==> src/rtl/obl_cfg.svh <==
/*
 Constants of the option byte loader: bus offsets, option byte field
 positions, reset values and settling counts.
 Assumes a 32-bit APB with byte addresses and an 8-bit flash read port.
*/
`ifndef OBL_CFG_SVH
`define OBL_CFG_SVH

`define OBL_FLASH_AW        16
`define OBL_OPT_ADDR        16'h0080

`define OBL_REG_SLOW_MODE   8'h00
`define OBL_REG_WDT_SEL     8'h04
`define OBL_REG_STATUS      8'h08
`define OBL_REG_OPT_BYTE    8'h80

`define OBL_BIT_FIX7        7
`define OBL_BIT_SETTLE_HI   6
`define OBL_BIT_SETTLE_LO   5
`define OBL_BIT_FIX4        4
`define OBL_BIT_RST_FUNC    3
`define OBL_BIT_CLK_HI      2
`define OBL_BIT_CLK_LO      1
`define OBL_BIT_SLOW_LOCK   0

`define OBL_OPT_RESET       8'h00
`define OBL_SETTLE_CNT_00   1024
`define OBL_SETTLE_CNT_01   4096
`define OBL_SETTLE_CNT_10   32768
`define OBL_SETTLE_CNT_11   131072
`define OBL_SETTLE_CW       18

`endif

==> src/rtl/obl_pkg.sv <==
/*
 Types of the option byte loader.
 Assumes obl_cfg.svh holds every numeric constant.
*/
package obl_pkg;
    typedef enum logic [1:0] {
        ST_FETCH,
        ST_WAIT,
        ST_SETTLE,
        ST_RUN
    } obl_state_t;

    typedef enum logic [1:0] {
        CS_XTAL,
        CS_EXT,
        CS_HIOSC
    } obl_clk_src_t;
endpackage

==> src/rtl/obl_settle_if.sv <==
/*
 Link between the loader sequencer and its settling timer.
 Assumes both ends run on pclk.
*/
`timescale 1ns/100ps
interface obl_settle_if;
    logic       start;
    logic [1:0] sel;
    logic       busy;
    logic       done;

    modport ctl (output start, output sel, input busy, input done);
    modport tmr (input start, input sel, output busy, output done);
endinterface

==> src/rtl/obl_loader.sv <==
/*
 Option byte loader: fetches the boot option byte after reset, decodes it
 and drives clock source, pin sharing, settling, reset pin and slow
 oscillator / watchdog clock controls. APB slave for status and control.
 Assumes a flash read port answering with rvalid, synchronous inputs, and
 an osc_tick strobe per main oscillator cycle.
*/
`timescale 1ns/100ps
`include "obl_cfg.svh"
module obl_loader #(
    parameter int SETTLE_CNT_00 = `OBL_SETTLE_CNT_00,
    parameter int SETTLE_CNT_01 = `OBL_SETTLE_CNT_01,
    parameter int SETTLE_CNT_10 = `OBL_SETTLE_CNT_10,
    parameter int SETTLE_CNT_11 = `OBL_SETTLE_CNT_11
) (
    input  wire logic                     pclk,
    input  wire logic                     presetn,
    input  wire logic                     psel,
    input  wire logic                     penable,
    input  wire logic                     pwrite,
    input  wire logic [7:0]               paddr,
    input  wire logic [31:0]              pwdata,
    output logic      [31:0]              prdata,
    output logic                          pready,
    output logic                          pslverr,
    output logic                          flash_rd,
    output logic      [`OBL_FLASH_AW-1:0] flash_addr,
    input  wire logic [7:0]               flash_rdata,
    input  wire logic                     flash_rvalid,
    input  wire logic                     osc_tick,
    input  wire logic                     reset_pin_n,
    input  wire logic                     halt_mode,
    input  wire logic                     stop_mode,
    output logic                          cpu_run,
    output logic [1:0]                    clk_src,
    output logic                          osc_in_clk_en,
    output logic                          osc_out_clk_en,
    output logic                          osc_in_port_en,
    output logic                          osc_out_port_en,
    output logic                          reset_pin_is_port,
    output logic                          reset_shared_input_bit,
    output logic                          slow_osc_run,
    output logic                          wdt_clk_is_slow,
    output logic                          wdt_clk_en,
    output logic                          aux_timer_clk_en
);
    obl_pkg::obl_state_t   state_q;
    obl_pkg::obl_clk_src_t src_d;
    logic [7:0]            opt_q;
    logic                  cfg_valid_q;
    logic                  fmt_err_q;
    logic                  slow_stop_q;
    logic                  wdt_sel_other_q;
    logic [31:0]           prdata_q;
    logic                  pready_q;
    logic                  pslverr_q;
    logic                  flash_rd_q;
    logic                  run_q;
    logic [1:0]            clk_src_q;
    logic                  osc_in_clk_q;
    logic                  osc_out_clk_q;
    logic                  osc_in_port_q;
    logic                  osc_out_port_q;
    logic                  rst_port_q;
    logic                  rst_in_bit_q;
    logic                  slow_run_q;
    logic                  wdt_slow_q;
    logic                  wdt_en_q;
    logic                  aux_en_q;
    logic                  lock;
    logic                  rst_func;
    logic                  slow_run_d;
    obl_settle_if          sif ();

    function automatic obl_pkg::obl_clk_src_t decode_src(input logic [1:0] f);
        if (f[1])
            decode_src = obl_pkg::CS_HIOSC;
        else if (f[0])
            decode_src = obl_pkg::CS_EXT;
        else
            decode_src = obl_pkg::CS_XTAL;
    endfunction

    obl_settle_timer #(
        .CNT_00 (SETTLE_CNT_00),
        .CNT_01 (SETTLE_CNT_01),
        .CNT_10 (SETTLE_CNT_10),
        .CNT_11 (SETTLE_CNT_11)
    ) u_settle (
        .pclk     (pclk),
        .presetn  (presetn),
        .osc_tick (osc_tick),
        .tif      (sif.tmr)
    );

    assign lock     = opt_q[`OBL_BIT_SLOW_LOCK];
    assign rst_func = opt_q[`OBL_BIT_RST_FUNC];
    assign src_d    = decode_src(opt_q[`OBL_BIT_CLK_HI:`OBL_BIT_CLK_LO]);

    // fetch sequencer
    always_ff @(posedge pclk or negedge presetn) begin
        if (!presetn) begin
            state_q     <= obl_pkg::ST_FETCH;
            opt_q       <= `OBL_OPT_RESET;
            cfg_valid_q <= 1'b0;
            fmt_err_q   <= 1'b0;
            flash_rd_q  <= 1'b0;
            sif.start   <= 1'b0;
            sif.sel     <= 2'b00;
        end else begin
            flash_rd_q <= 1'b0;
            sif.start  <= 1'b0;
            unique case (state_q)
                obl_pkg::ST_FETCH: begin
                    if (reset_pin_n) begin
                        flash_rd_q <= 1'b1;
                        state_q    <= obl_pkg::ST_WAIT;
                    end
                end
                obl_pkg::ST_WAIT: begin
                    if (!reset_pin_n) begin
                        state_q <= obl_pkg::ST_FETCH;
                    end else if (flash_rvalid) begin
                        opt_q       <= flash_rdata;
                        cfg_valid_q <= 1'b1;
                        fmt_err_q   <= !(flash_rdata[`OBL_BIT_FIX7]
                                         && flash_rdata[`OBL_BIT_FIX4]);
                        if (decode_src(flash_rdata[`OBL_BIT_CLK_HI:`OBL_BIT_CLK_LO])
                                == obl_pkg::CS_XTAL) begin
                            sif.start <= 1'b1;
                            sif.sel   <= flash_rdata[`OBL_BIT_SETTLE_HI:`OBL_BIT_SETTLE_LO];
                            state_q   <= obl_pkg::ST_SETTLE;
                        end else begin
                            state_q <= obl_pkg::ST_RUN;
                        end
                    end
                end
                obl_pkg::ST_SETTLE: begin
                    if (sif.done)
                        state_q <= obl_pkg::ST_RUN;
                end
                obl_pkg::ST_RUN: begin
                    if (rst_func && !reset_pin_n) begin
                        state_q     <= obl_pkg::ST_FETCH;
                        cfg_valid_q <= 1'b0;
                    end
                end
            endcase
        end
    end

    // software control registers
    always_ff @(posedge pclk or negedge presetn) begin
        if (!presetn) begin
            slow_stop_q     <= 1'b0;
            wdt_sel_other_q <= 1'b0;
        end else if (psel && penable && pready_q && pwrite && !pslverr_q) begin
            if (paddr == `OBL_REG_SLOW_MODE)
                slow_stop_q <= pwdata[0] && !lock;
            if (paddr == `OBL_REG_WDT_SEL)
                wdt_sel_other_q <= pwdata[0];
        end
    end

    // apb slave: answer prepared in setup, one access cycle
    always_ff @(posedge pclk or negedge presetn) begin
        if (!presetn) begin
            prdata_q  <= 32'h0000_0000;
            pready_q  <= 1'b0;
            pslverr_q <= 1'b0;
        end else if (psel && !penable) begin
            pready_q  <= 1'b1;
            pslverr_q <= 1'b0;
            prdata_q  <= 32'h0000_0000;
            unique case (paddr)
                `OBL_REG_SLOW_MODE: prdata_q[0]   <= slow_stop_q;
                `OBL_REG_WDT_SEL:   prdata_q[0]   <= wdt_sel_other_q;
                `OBL_REG_STATUS:    prdata_q[4:0] <= {fmt_err_q, cfg_valid_q,
                                                      state_q, slow_run_q};
                `OBL_REG_OPT_BYTE:  prdata_q[7:0] <= pwrite ? 8'h00 : opt_q;
                default:            pslverr_q     <= 1'b1;
            endcase
            if (pwrite && (paddr == `OBL_REG_STATUS || paddr == `OBL_REG_OPT_BYTE))
                pslverr_q <= 1'b1;
        end else if (psel && penable && pready_q) begin
            pready_q  <= 1'b0;
            pslverr_q <= 1'b0;
        end
    end

    assign slow_run_d = !cfg_valid_q || lock || !slow_stop_q;

    // decoded controls: clock source and clock enables live once configured, cpu run, port and reset pin controls only in ST_RUN
    always_ff @(posedge pclk or negedge presetn) begin
        if (!presetn) begin
            run_q          <= 1'b0;
            clk_src_q      <= 2'b00;
            osc_in_clk_q   <= 1'b0;
            osc_out_clk_q  <= 1'b0;
            osc_in_port_q  <= 1'b0;
            osc_out_port_q <= 1'b0;
            rst_port_q     <= 1'b0;
            rst_in_bit_q   <= 1'b0;
        end else begin
            run_q          <= (state_q == obl_pkg::ST_RUN) && cfg_valid_q
                              && !(rst_func && !reset_pin_n);
            clk_src_q      <= cfg_valid_q ? 2'(src_d) : 2'b00;
            osc_in_clk_q   <= cfg_valid_q && src_d != obl_pkg::CS_HIOSC;
            osc_out_clk_q  <= cfg_valid_q && src_d == obl_pkg::CS_XTAL;
            osc_in_port_q  <= (state_q == obl_pkg::ST_RUN)
                              && src_d == obl_pkg::CS_HIOSC;
            osc_out_port_q <= (state_q == obl_pkg::ST_RUN)
                              && src_d != obl_pkg::CS_XTAL;
            rst_port_q     <= (state_q == obl_pkg::ST_RUN) && !rst_func;
            rst_in_bit_q   <= (state_q == obl_pkg::ST_RUN) && !rst_func
                              && reset_pin_n;
        end
    end

    // slow oscillator, watchdog and auxiliary timer clocking
    always_ff @(posedge pclk or negedge presetn) begin
        if (!presetn) begin
            slow_run_q <= 1'b1;
            wdt_slow_q <= 1'b1;
            wdt_en_q   <= 1'b0;
            aux_en_q   <= 1'b0;
        end else begin
            slow_run_q <= slow_run_d;
            wdt_slow_q <= !cfg_valid_q || lock || !wdt_sel_other_q;
            if (!cfg_valid_q)
                wdt_en_q <= 1'b0;
            else if (lock)
                wdt_en_q <= 1'b1;
            else
                wdt_en_q <= !halt_mode && !stop_mode && !wdt_sel_other_q
                            && slow_run_d;
            aux_en_q   <= cfg_valid_q && slow_run_d;
        end
    end

    assign prdata                 = prdata_q;
    assign pready                 = pready_q;
    assign pslverr                = pslverr_q;
    assign flash_rd               = flash_rd_q;
    assign flash_addr             = `OBL_OPT_ADDR;
    assign cpu_run                = run_q;
    assign clk_src                = clk_src_q;
    assign osc_in_clk_en          = osc_in_clk_q;
    assign osc_out_clk_en         = osc_out_clk_q;
    assign osc_in_port_en         = osc_in_port_q;
    assign osc_out_port_en        = osc_out_port_q;
    assign reset_pin_is_port      = rst_port_q;
    assign reset_shared_input_bit = rst_in_bit_q;
    assign slow_osc_run           = slow_run_q;
    assign wdt_clk_is_slow        = wdt_slow_q;
    assign wdt_clk_en             = wdt_en_q;
    assign aux_timer_clk_en       = aux_en_q;

    chk_run_after_fetch: assert property (@(posedge pclk) disable iff (!presetn)
        cpu_run |-> cfg_valid_q)
        else $error("cpu released before option byte fetched");
    chk_fetch_address: assert property (@(posedge pclk) disable iff (!presetn)
        flash_rd |-> flash_addr == `OBL_OPT_ADDR)
        else $error("option byte read at wrong address");
    chk_settle_xtal_only: assert property (@(posedge pclk) disable iff (!presetn)
        state_q == obl_pkg::ST_SETTLE |-> src_d == obl_pkg::CS_XTAL)
        else $error("settling wait with non crystal source");
    chk_no_wait_other: assert property (@(posedge pclk) disable iff (!presetn)
        (state_q == obl_pkg::ST_WAIT && reset_pin_n && flash_rvalid && flash_rdata[2])
        |=> state_q == obl_pkg::ST_RUN ##1 cpu_run)
        else $error("internal source did not start at once");
    chk_pin_low_holds: assert property (@(posedge pclk) disable iff (!presetn)
        (!reset_pin_n && state_q == obl_pkg::ST_FETCH) |=> !flash_rd && !cpu_run)
        else $error("left reset with reset pin low");
    chk_reset_port_mode: assert property (@(posedge pclk) disable iff (!presetn)
        (cpu_run && $stable(opt_q)) |-> reset_pin_is_port == !rst_func)
        else $error("reset pin function not as configured");
    chk_xtal_pins_held: assert property (@(posedge pclk) disable iff (!presetn)
        (cfg_valid_q && src_d == obl_pkg::CS_XTAL) |=> !osc_in_port_en && !osc_out_port_en)
        else $error("crystal pin used as port");
    chk_lock_forces_wdt: assert property (@(posedge pclk) disable iff (!presetn)
        (cfg_valid_q && lock) |=> wdt_clk_is_slow && slow_osc_run && wdt_clk_en)
        else $error("locked slow oscillator not clocking watchdog");
    chk_wdt_gate_halt: assert property (@(posedge pclk) disable iff (!presetn)
        (cfg_valid_q && !lock && (halt_mode || stop_mode)) |=> !wdt_clk_en)
        else $error("watchdog clocked in halt or stop");
    chk_aux_in_stop: assert property (@(posedge pclk) disable iff (!presetn)
        (cfg_valid_q && stop_mode && !slow_stop_q) |=> aux_timer_clk_en)
        else $error("auxiliary timer clock lost in stop");
endmodule

==> src/rtl/obl_settle_timer.sv <==
/*
 Oscillator settling timer: counts main oscillator cycles after a start.
 Assumes osc_tick is a one-pclk strobe per main oscillator cycle.
*/
`timescale 1ns/100ps
`include "obl_cfg.svh"
module obl_settle_timer #(
    parameter int CNT_00 = `OBL_SETTLE_CNT_00,
    parameter int CNT_01 = `OBL_SETTLE_CNT_01,
    parameter int CNT_10 = `OBL_SETTLE_CNT_10,
    parameter int CNT_11 = `OBL_SETTLE_CNT_11
) (
    input  wire logic   pclk,
    input  wire logic   presetn,
    input  wire logic   osc_tick,
    obl_settle_if.tmr   tif
);
    logic [`OBL_SETTLE_CW-1:0] cnt_q;
    logic [`OBL_SETTLE_CW-1:0] target_q;
    logic                      busy_q;
    logic                      done_q;

    function automatic logic [`OBL_SETTLE_CW-1:0] last_of(input logic [1:0] s);
        unique case (s)
            2'b00: last_of = `OBL_SETTLE_CW'(CNT_00 - 1);
            2'b01: last_of = `OBL_SETTLE_CW'(CNT_01 - 1);
            2'b10: last_of = `OBL_SETTLE_CW'(CNT_10 - 1);
            2'b11: last_of = `OBL_SETTLE_CW'(CNT_11 - 1);
        endcase
    endfunction

    always_ff @(posedge pclk or negedge presetn) begin
        if (!presetn) begin
            cnt_q    <= '0;
            target_q <= '0;
            busy_q   <= 1'b0;
            done_q   <= 1'b0;
        end else begin
            done_q <= 1'b0;
            if (tif.start) begin
                cnt_q    <= '0;
                target_q <= last_of(tif.sel);
                busy_q   <= 1'b1;
            end else if (busy_q && osc_tick) begin
                if (cnt_q == target_q) begin
                    busy_q <= 1'b0;
                    done_q <= 1'b1;
                end else begin
                    cnt_q <= cnt_q + 1'b1;
                end
            end
        end
    end

    assign tif.busy = busy_q;
    assign tif.done = done_q;

    chk_settle_end_count: assert property (@(posedge pclk) disable iff (!presetn)
        (busy_q && !tif.start && osc_tick && cnt_q == target_q) |=> (done_q && !busy_q))
        else $error("settling wait did not end at its count");
endmodule

==> config.mk <==
export PLATFORM = sky130hd
export DESIGN_NAME = obl_loader
export DESIGN_NICKNAME = d
export VERILOG_FILES = /design/src/rtl/obl_pkg.sv /design/src/rtl/obl_settle_if.sv /design/src/rtl/obl_loader.sv /design/src/rtl/obl_settle_timer.sv
export VERILOG_INCLUDE_DIRS = /design/src /design/src/rtl
export SDC_FILE = /design/constraint.sdc
export NUM_CORES = 1
export LEC_CHECK = 0
export BUFFER_PORTS_ARGS = -buffer_cell sky130_fd_sc_hd__buf_2
export CORE_MARGIN = 5
export CORE_UTILIZATION = 40
export DETAILED_ROUTE_END_ITERATION = 8
export HOLD_SLACK_MARGIN = 0.03
export PLACE_DENSITY = 0.7
export REMOVE_ABC_BUFFERS = 1
export SETUP_SLACK_MARGIN = 0.15
export SLEW_MARGIN = 10
export SYNTH_ARGS = -nofsm -noshare
export SYNTH_HDL_FRONTEND = slang
export SYNTH_SLANG_ARGS = --single-unit
==> constraint.sdc <==
create_clock -name pclk -period 2.78 [get_ports pclk]
set_clock_uncertainty 0.2 [all_clocks]
set_input_delay 0.556 -clock pclk [delete_from_list [all_inputs] [get_ports pclk]]
set_output_delay 0.556 -clock pclk [all_outputs]
set_load 0.02 [all_outputs]
[Word level (Yosys, flattened, before mapping)]
Index checks and enable logic that the tools add are counted.
Word-level totals
  input port bits: 58
  logic and storage cells: 151
  register bits after elaboration: 79
Operators by class
  reductions and logical operators: 57
  muxes and demuxes: 46
  equal/unequal tests: 19
  $add $sub $neg: 1
Operator list (count)
  18-bit one-hot mux with 4 select lines: 1
  18-bit two-way mux: 3
  1-bit two-way mux: 25
  1-bit logical AND: 22
  2-bit two-way mux: 11
  18-bit by 1-bit adder with 18-bit output, second input constant: 1
  18-bit == test: 1
  1-bit zero test: 12
  2-bit != test, second input constant: 6
  4-bit AND reduction: 3
  2-bit == test, second input constant: 5
  2-bit nonzero test: 5
  8-bit by 3-bit == test with 1-bit output, second input constant: 1
  8-bit by 4-bit == test with 1-bit output, second input constant: 1
  8-bit == test, second input constant: 1
  2-bit zero test: 4
  8-bit zero test: 1
  8-bit two-way mux: 1
  2-bit one-hot mux with 4 select lines: 1
  4-bit one-hot mux with 2 select lines: 1
  2-bit AND reduction: 4
  2-bit by 1-bit == test with 1-bit output, second input constant: 2
  1-bit logical OR: 4
  1-bit one-hot mux with 4 select lines: 1
  other kinds (6): 6

[Longest topological paths before layout]
Gate-level depths: netlist of run 1.
  word-level depth: 10
  mapped depth: 8
  mapped depth without buffers: 6

[By module]
From an unflattened synthesis of run 1, not the netlist that was laid out.
Unflattened totals
  cells, all modules: 318
  area, all modules: 3314.4 sq um
Modules (own cells, without submodules)
  obl_loader: cells each 176, instances 1, area an instance 1986.9 sq um
  obl_settle_timer: cells each 142, instances 1, area an instance 1327.5 sq um

[Least setup slack after synthesis of run 1]
Ideal clock, no wire load.
  path type: input -> register
  start: input port paddr[0]
  end: register prdata_q[2], in the netlist prdata[2]
  arrival: 1.838 ns
  cell stages on the path: 6
  setup time: 0.083 ns
  buffers on the path: 1
  setup slack: 0.659 ns
  required time: 2.497 ns
  path through: or4_1 -> nor2_1 -> and4b_1 -> buf_2 -> a22oi_1 -> o21ai_0
Between the ends
  longest elaborated chain between the ends: 2
  elaborated cells on any way between the ends: 3
  those cells by class: eq/ne: 2; mux: 1
RTL lines
  start: declaration: line obl_loader.sv:21  | input wire logic [7:0] paddr,
  8-bit == test / 8-bit by 4-bit == test with 1-bit output (equally long branches): line obl_loader.sv:175  | unique case (paddr)
  4-bit one-hot mux with 2 select lines *: line obl_loader.sv:175
  end signal: assignment: line obl_loader.sv:178  | `OBL_REG_STATUS: prdata_q[4:0] <= {fmt_err_q, cfg_valid_q,
  end signal: assignment: line obl_loader.sv:180  | `OBL_REG_OPT_BYTE: prdata_q[7:0] <= pwrite ? 8'h00 : opt_q;
  end: declaration: line obl_loader.sv:54  | logic [31:0] prdata_q;
Every way passes the cells marked *; elsewhere a longest branch is shown, timed or not.
A chain may end at the register's enable or synchronous reset.

[Worst setup path in the final report of run 1]
  start: register u_settle.cnt_q[15]
  end: register u_settle.cnt_q[12]
Between the ends
  longest elaborated chain between the ends: 3
RTL lines
  start: declaration: line obl_settle_timer.sv:18  | logic [`OBL_SETTLE_CW-1:0] cnt_q;
  start signal: assignment: line obl_settle_timer.sv:49  | cnt_q <= cnt_q + 1'b1;
  18-bit == test: line obl_settle_timer.sv:45  | if (cnt_q == target_q) begin
  2-bit != test (no source line)
  2-bit AND reduction (no source line)
No other way between the ends.

==> results of run 1 <==
## stage by stage
stage                     cell area (um^2)  power, uW  instances  hold slack (ns)  setup WS (ns)
after floorplan                       3100       1850        316           0.0604          0.316
after global placement                3550       2080        478            0.233          0.448
after detailed placement              3550       2110        478            0.248          0.441
after CTS                             3760       2960        495            0.230          0.491
after global routing                  3760       3120        495            0.231          0.352
final                                 3760       2930        495            0.243          0.505
## layout make-up
class / instances / area share (%)
flip-flops and latches: 65 / 43.3
well taps: 105 / 3.49
clock inverters: 7 / 2.23
inverters: 4 / 0.399
multi-input cells: 247 / 38.7
repair buffers: 58 / 8.64
clock buffers: 9 / 3.29
## power by group through the flow
stage          clock network, uW  logic (uW)  registers [uW]
6_report                     843         696            1390
2_1_floorplan                  0         404            1450
3_3_place_gp                   0         680            1400
4_1_cts                      872         705            1390
5_1_grt                      920         776            1430
3_5_place_dp                   0         700            1410
## cell families after synthesis
kind of cell,synth area share [%]
and+or+nand+nor,19.8
adders and majority gates,0.376
buffers and inverters,11.6
other,0.226
muxes,4.74
AOI/OAI and AO/OA,14.2
DFF,48.9
## path summary, 6_finish.rpt
kind / cells after the start / slack (ns) / start / end
worst max-delay path: 6 / 0.50 / u_settle.cnt_q[15] / u_settle.cnt_q[12]
worst min-delay path: 2 / 0.24 / flash_rdata[0] / opt_q[0]
worst max register to register: 6 / 0.50 / u_settle.cnt_q[15] / u_settle.cnt_q[12]
worst min register to register: 1 / 0.25 / slow_stop_q / slow_osc_run
max in group asynchronous: 3 / 1.50 / presetn / slow_osc_run
min in group asynchronous: 3 / 0.56 / presetn / pready
## per-layer routing
layer  GRT usage, %  part of all wire, %  wire, um
met4           6.85                  2.1       143
met3           3.10                  6.5       453
met5              0                    0         0
met1           18.6                   45      3090
met2           21.2                   47      3240
## flip-flops by register name, summed over array words and instances (netlist names), 2 cells and up, named ones only
name	count
sif.sel	2
prdata	8
clk_src	2
u_settle.target_q	4
u_settle.cnt_q	18
opt_q	8
## cell usage in the layout, fill, tap and decap left out, types with 4 or more instances in the layout
master    count
a22oi_1       4
nand4_1       4
clkbuf_8      9
dfrtp_1      63
inv_1         4
o21ai_0      31
inv_6         4
buf_4         6
nor2b_1       7
nand2_1      23
a31oi_1       8
buf_2        50
nor3_1        8
o31ai_1       7
nand3_1       7
mux2_2       14
conb_1       40
o41ai_1       4
and2_1        6
and3_1        8
a21oi_1       7
nor2_1       28
nor4_1        7
## critical path, stage by stage, from the launching register on
cell and delay [ns]:
dfrtp_1 0.43, and3_1 0.18, o21ai_0 0.40, nor4b_2 0.13, buf_4 0.19, or2_1 0.28
o41ai_1 0.35
==> run_results.csv, run 1 <==
group,metric,value,unit
global_routing,antenna_found_initial,0,
yosys,synth_largest_area_cell,"dfrtp_1",
worst_setup_path,endpoint_kind,"register",
clock_network,path_clk_slew,0.08,ns
floorplan,die_w,101,um
yosys,ys_top_cells_by_count,"63 x dfrtp_1, 42 x buf_4, 31 x o21ai_0, 28 x nor2_1, 23 x nand2_1",
yosys,synth_top_area_share,47.4,%
drt,avgRoutedWirePerCell,14.0,um
layout,regArea,1630,um^2
clock_network,post-cts-setup-buffers,0,
sta,timing.final.crit_period,2.28,ns
clock_network,cts.sinks,65,
yosys,netlist-cell-type-count,50,
yosys,synth_area_per_cell,9.97,um^2
worst_hold_path,hold_path_class,"in2reg",
floorplan,start_util,40.7,%
global_routing,overflow,0,
drt,wl,6920,um
clock_network,cts_resized,0,
floorplan,core_area,8180,um^2
power_and_ir_drop,power.leakage,0.00175,uW
placed_design,dp_hpwl,4870,um
sta,period_share,81.8,%
sta,fmax,440,MHz
sta,tightestPinTransition,0.598,ns
sta,setup-violations-final,0,
layout,diodes,0,
yosys,ys_seq_area_share,48.9,%
drt,drc_errors,0,
yosys,synth-main-ff-cell,"dfrtp_1",
power_and_ir_drop,powerDensity,778,nW/um^2
power_and_ir_drop,vdd_ir_drop_max,0.434,mV
sta,drv_slew,0,
global_routing,grt_start_max_net_pins,66,
sta,rsz0062_at_grt,"false",
layout,postLayoutCoreUtil,46.0,%
yosys,syn_area,3330,um^2
floorplan,ios,122,
yosys,yosysMostFrequentCell,"dfrtp_1",
drt,drt_iter0_drc,144,
yosys,synth_warnings,0,
floorplan,die_area,10200,um^2
worst_setup_path,required,2.81,ns
floorplan,dieHeight,101,um
drt,dr.pass1.iters,4,
power_and_ir_drop,pwr-share-comb,23.8,%
yosys,synthCells,334,
job,cap_violations,0,
clock_network,cts_inserted_buffers,9,
sta,setup-tns-final,0,ns
global_routing,grt_pass1_wl,11300,um
floorplan,placementRows,33,
worst_setup_path,crit_arrival,2.31,ns
drt,vias_per_cell,5.13,
global_routing,grt_pass1_vias,2340,
clock_network,clockBufferDepth,2,
worst_setup_path,startpoint_type,"register",
layout,fill_cells,812,
placed_design,place.gp.congestion,0.812,
layout,multi_input_area,1460,um^2
layout,layout.nets,444,
outcome,outcome,"complete, no violations",
global_routing,track_usage,13.9,%
clock_network,cts_tree,"yes",
power_and_ir_drop,p_sw,1020,uW
clock_network,cts_root_buffer,"clkbuf_8",
yosys,synth_seq_cells,65,
yosys,yosys-top-cells-area,"dfrtp_1 47%, buf_4 9.5%, mux2_2 4.7%",
clock_network,holdBufCountCts,1,
worst_setup_path,path_class,"reg2reg",
drt,ant_nets,0,
yosys,synth_edf_count,0,
placed_design,port-buffer-count,50,
power_and_ir_drop,internal-power,1900,uW
power_and_ir_drop,sequentialPowerShare,47.4,%
clock_network,clk_latency,0.34,ns
sta,slew_headroom,60.2,%
yosys,ys_async_sr_fraction,100,%
layout,layout-drive-gt1-share,24.6,%
power_and_ir_drop,p_sw_share,35.0,%
sta,hold_viol,0,
layout,area_growth,13.0,%
worst_setup_path,crit_fanout,10,
drt,vias,2537,
clock_network,cts_max_level,3,
power_and_ir_drop,p_clk_share,28.8,%
Power figures use the tool's default switching activity.
==> run 2: changes to the inputs <==
--- a/config.mk
+++ b/config.mk
@@ -6,12 +6,13 @@
 export SDC_FILE = /design/constraint.sdc
 export NUM_CORES = 1
 export LEC_CHECK = 0
+export ABC_AREA = 1
 export BUFFER_PORTS_ARGS = -buffer_cell sky130_fd_sc_hd__buf_2
 export CORE_MARGIN = 5
 export CORE_UTILIZATION = 40
 export DETAILED_ROUTE_END_ITERATION = 8
 export HOLD_SLACK_MARGIN = 0.03
-export PLACE_DENSITY = 0.7
+export PLACE_DENSITY = 0.68
 export REMOVE_ABC_BUFFERS = 1
 export SETUP_SLACK_MARGIN = 0.15
 export SLEW_MARGIN = 10
==> constraint.sdc (replaced) <==
create_clock -name pclk -period 2.29 [get_ports pclk]
set_clock_uncertainty 0.2 [all_clocks]
set_input_delay 0.458 -clock pclk [delete_from_list [all_inputs] [get_ports pclk]]
set_output_delay 0.458 -clock pclk [all_outputs]
set_load 0.02 [all_outputs]
==> run_results.csv, run 2 <==
group,metric,value,unit
outcome,outcome,"complete, no violations",
job,cap_violations,0,
worst_setup_path,crit_fanout,8,
worst_setup_path,endpoint_kind,"register",
layout,fill_cells,922,
yosys,synth_seq_cells,65,
yosys,synth_largest_area_cell,"dfrtp_1",
yosys,synth_edf_count,0,
worst_setup_path,r2r_cells,11,
floorplan,die_w,107,um
drt,drc_errors,0,
yosys,ys_seq_area_share,43.6,%
worst_setup_path,r2r_start,"u_settle.cnt_q[0]",
drt,avgRoutedWirePerCell,11.9,um
placed_design,dp_hpwl,5990,um
floorplan,start_util,40.7,%
layout,postLayoutCoreUtil,45.3,%
worst_setup_path,cp_slowest_stage_delay,0.49,ns
layout,layout-drive-gt1-share,18.1,%
layout,final_common_cell,"nand2_1",
sta,drv_slew,0,
yosys,synthCells,501,
sta,rsz0062_at_grt,"false",
yosys,synth_top_area_share,42.2,%
placed_design,port-buffer-count,50,
worst_hold_path,whs_endpoint,"opt_q[3]",
power_and_ir_drop,power.leakage,0.00227,uW
worst_setup_path,slowest_stage,"dfrtp_1",
drt,vias_per_cell,4.63,
clock_network,cts_inserted_buffers,9,
yosys,ys_top_cells_by_count,"157 x nand2_1, 63 x dfrtp_1, 58 x nor2_1, 53 x inv_1, 41 x buf_4",
drt,ant_nets,0,
sta,tightestPinTransition,0.515,ns
global_routing,overflow,0,
yosys,syn_area,3740,um^2
layout,layout_common_cells,"157 x nand2_1, 63 x dfrtp_1, 58 x nor2_1, 53 x inv_1, 50 x buf_2",
clock_network,cts.sinks,65,
placed_design,place.gp.congestion,0.834,
clock_network,cts_tree,"yes",
placed_design,post_dp_cell_area,3940,um^2
sta,slew_headroom,65.5,%
layout,diodes,0,
clock_network,clockBufferDepth,2,
clock_network,path_clk_slew,0.08,ns
floorplan,dieHeight,107,um
power_and_ir_drop,powerDensity,902,nW/um^2
global_routing,antenna_found_initial,0,
global_routing,track_usage,14.4,%
layout,area_growth,11.3,%
drt,vias,3117,
yosys,yosysMostFrequentCell,"nand2_1",
worst_setup_path,path_class,"reg2reg",
clock_network,clk_latency,0.34,ns
global_routing,grt_pass1_wl,13400,um
drt,dr.pass1.iters,4,
floorplan,ios,122,
sta,setup-violations-final,0,
layout,largest_reg_flops,18,
worst_setup_path,r2r_end,"u_settle.cnt_q[16]",
clock_network,cts_root_buffer,"clkbuf_8",
yosys,synth_area_per_cell,7.46,um^2
layout,fin_cells,673,
floorplan,die_area,11400,um^2
layout,stdcell_area,4160,um^2
floorplan,placementRows,35,
worst_hold_path,min_from,"flash_rdata[3]",
worst_setup_path,crit_top_cell,"nand2_1",
drt,drt_iter0_drc,179,
placed_design,dp.cells,656,
drt,wl,8000,um
worst_setup_path,reg2reg_setup_slack,0.37,ns
floorplan,core_area,9200,um^2
yosys,ys_async_sr_fraction,100,%
sta,hold_ws,0.126,ns
yosys,synth_warnings,0,
global_routing,grt_pass1_vias,2950,
sta,hold_viol,0,
worst_setup_path,startpoint_type,"register",
global_routing,grt_start_max_net_pins,47,
sta,setup-tns-final,0,ns
sta,period_share,83.8,%
worst_hold_path,hold_path_class,"in2reg",
sta,timing.final.crit_period,1.92,ns
power_and_ir_drop,vdd_ir_drop_max,0.442,mV
worst_setup_path,crit_chain,"ha_1 -> nand3_1 -> inv_1 -> nand2_1 -> inv_1 -> nand2_1 -> nand2_1 -> nand2_1 -> nor2_1 -> nand2_2 -> nand2_1",
worst_setup_path,required,2.36,ns
yosys,synth-main-ff-cell,"dfrtp_1",
yosys,netlist-cell-type-count,36,
worst_hold_path,hold_path_depth,3,
worst_setup_path,crit_arrival,1.99,ns
layout,regMostFlops,"u_settle.cnt_q",
layout,layout.nets,616,
yosys,yosys-top-cells-area,"dfrtp_1 42%, nand2_1 16%, buf_4 8.2%",
sta,fmax,521,MHz
clock_network,cts_max_level,3,
==> run 2: metal layers <==
layer | wire length, um | vias up | track usage, % | part of all wire [%]
met3 | 388 | 4 | 3.19 | 4.8
met4 | 62 | 0 | 4.84 | 0.77
li1 | - | 1573 | - | -
met2 | 3910 | 65 | 24.7 | 49
met1 | 3640 | 1475 | 18.0 | 46
met5 | 0 | - | 0 | 0
==> run 2: critical path, delay by kind of cell, from the launching register on <==
family        cells  cell delay (ns)
buf+inv           2             0.27
fa+ha+maj         1             0.24
flops             1             0.49
simple gates      8             0.67
==> run 2: through the flow <==
stage	setup WS (ns)	power (uW)
floorplan	0.571	2420
global placement	0.371	2730
detailed placement	0.287	2770
CTS	0.352	3790
global route	0.217	4020
finish	0.370	3750
==> run 2: timing repair <==
item,in CTS,in global routing
resized for setup,0,1
setup endpoints to repair,0,1
hold buffers,1,0
hold endpoints to repair,19,0
buffers inserted,0,0
==> run 2: final cells by class <==
type	instances	area, um^2	share of cell area [%]
multi-input combinational	372	1690	40.5
sequential	65	1630	39.1
timing repair buffer	55	303	7.28
inverter	54	203	4.87
tap	111	139	3.34
clock buffer	10	138	3.31
clock inverter	6	65.1	1.56
==> run 2: cell families (layout without fill, tap and decap cells) <==
family          after synthesis  in the layout  synth area share [%]
other cells                   2             40                 0.201
xor+xnor                      6              6                  1.41
simple gates                296            296                  35.0
flops                        65             65                  43.6
fa+ha+maj                     1              1                 0.335
buf+inv                     102            125                  15.3
compound gates               29             29                  4.18
==> run 2: power breakdown <==
| part | switching, uW | leakage (uW) | internal, uW | total, uW |
|---|---|---|---|---|
| logic | 723 | 0.00132 | 362 | 1090 |
| registers | 237 | 0.000843 | 1420 | 1660 |
| clock network | 474 | 0.000103 | 537 | 1010 |
| total | 1430 | 0.00227 | 2320 | 3750 |
==> run 2: how the worst max path moves through the flow <==
| stage | start | to | slack (ns) | depth (start not counted) |
|---|---|---|---|---|
| floorplan | sif.start | u_settle.cnt_q[17] | 0.57 | 6 |
| global placement | paddr[1] | prdata[3] | 0.37 | 8 |
| detailed placement | paddr[1] | prdata[3] | 0.29 | 8 |
| CTS | u_settle.cnt_q[0] | u_settle.cnt_q[14] | 0.35 | 9 |
| global route | u_settle.cnt_q[0] | u_settle.cnt_q[16] | 0.22 | 11 |
| finish | u_settle.cnt_q[0] | u_settle.cnt_q[16] | 0.37 | 11 |
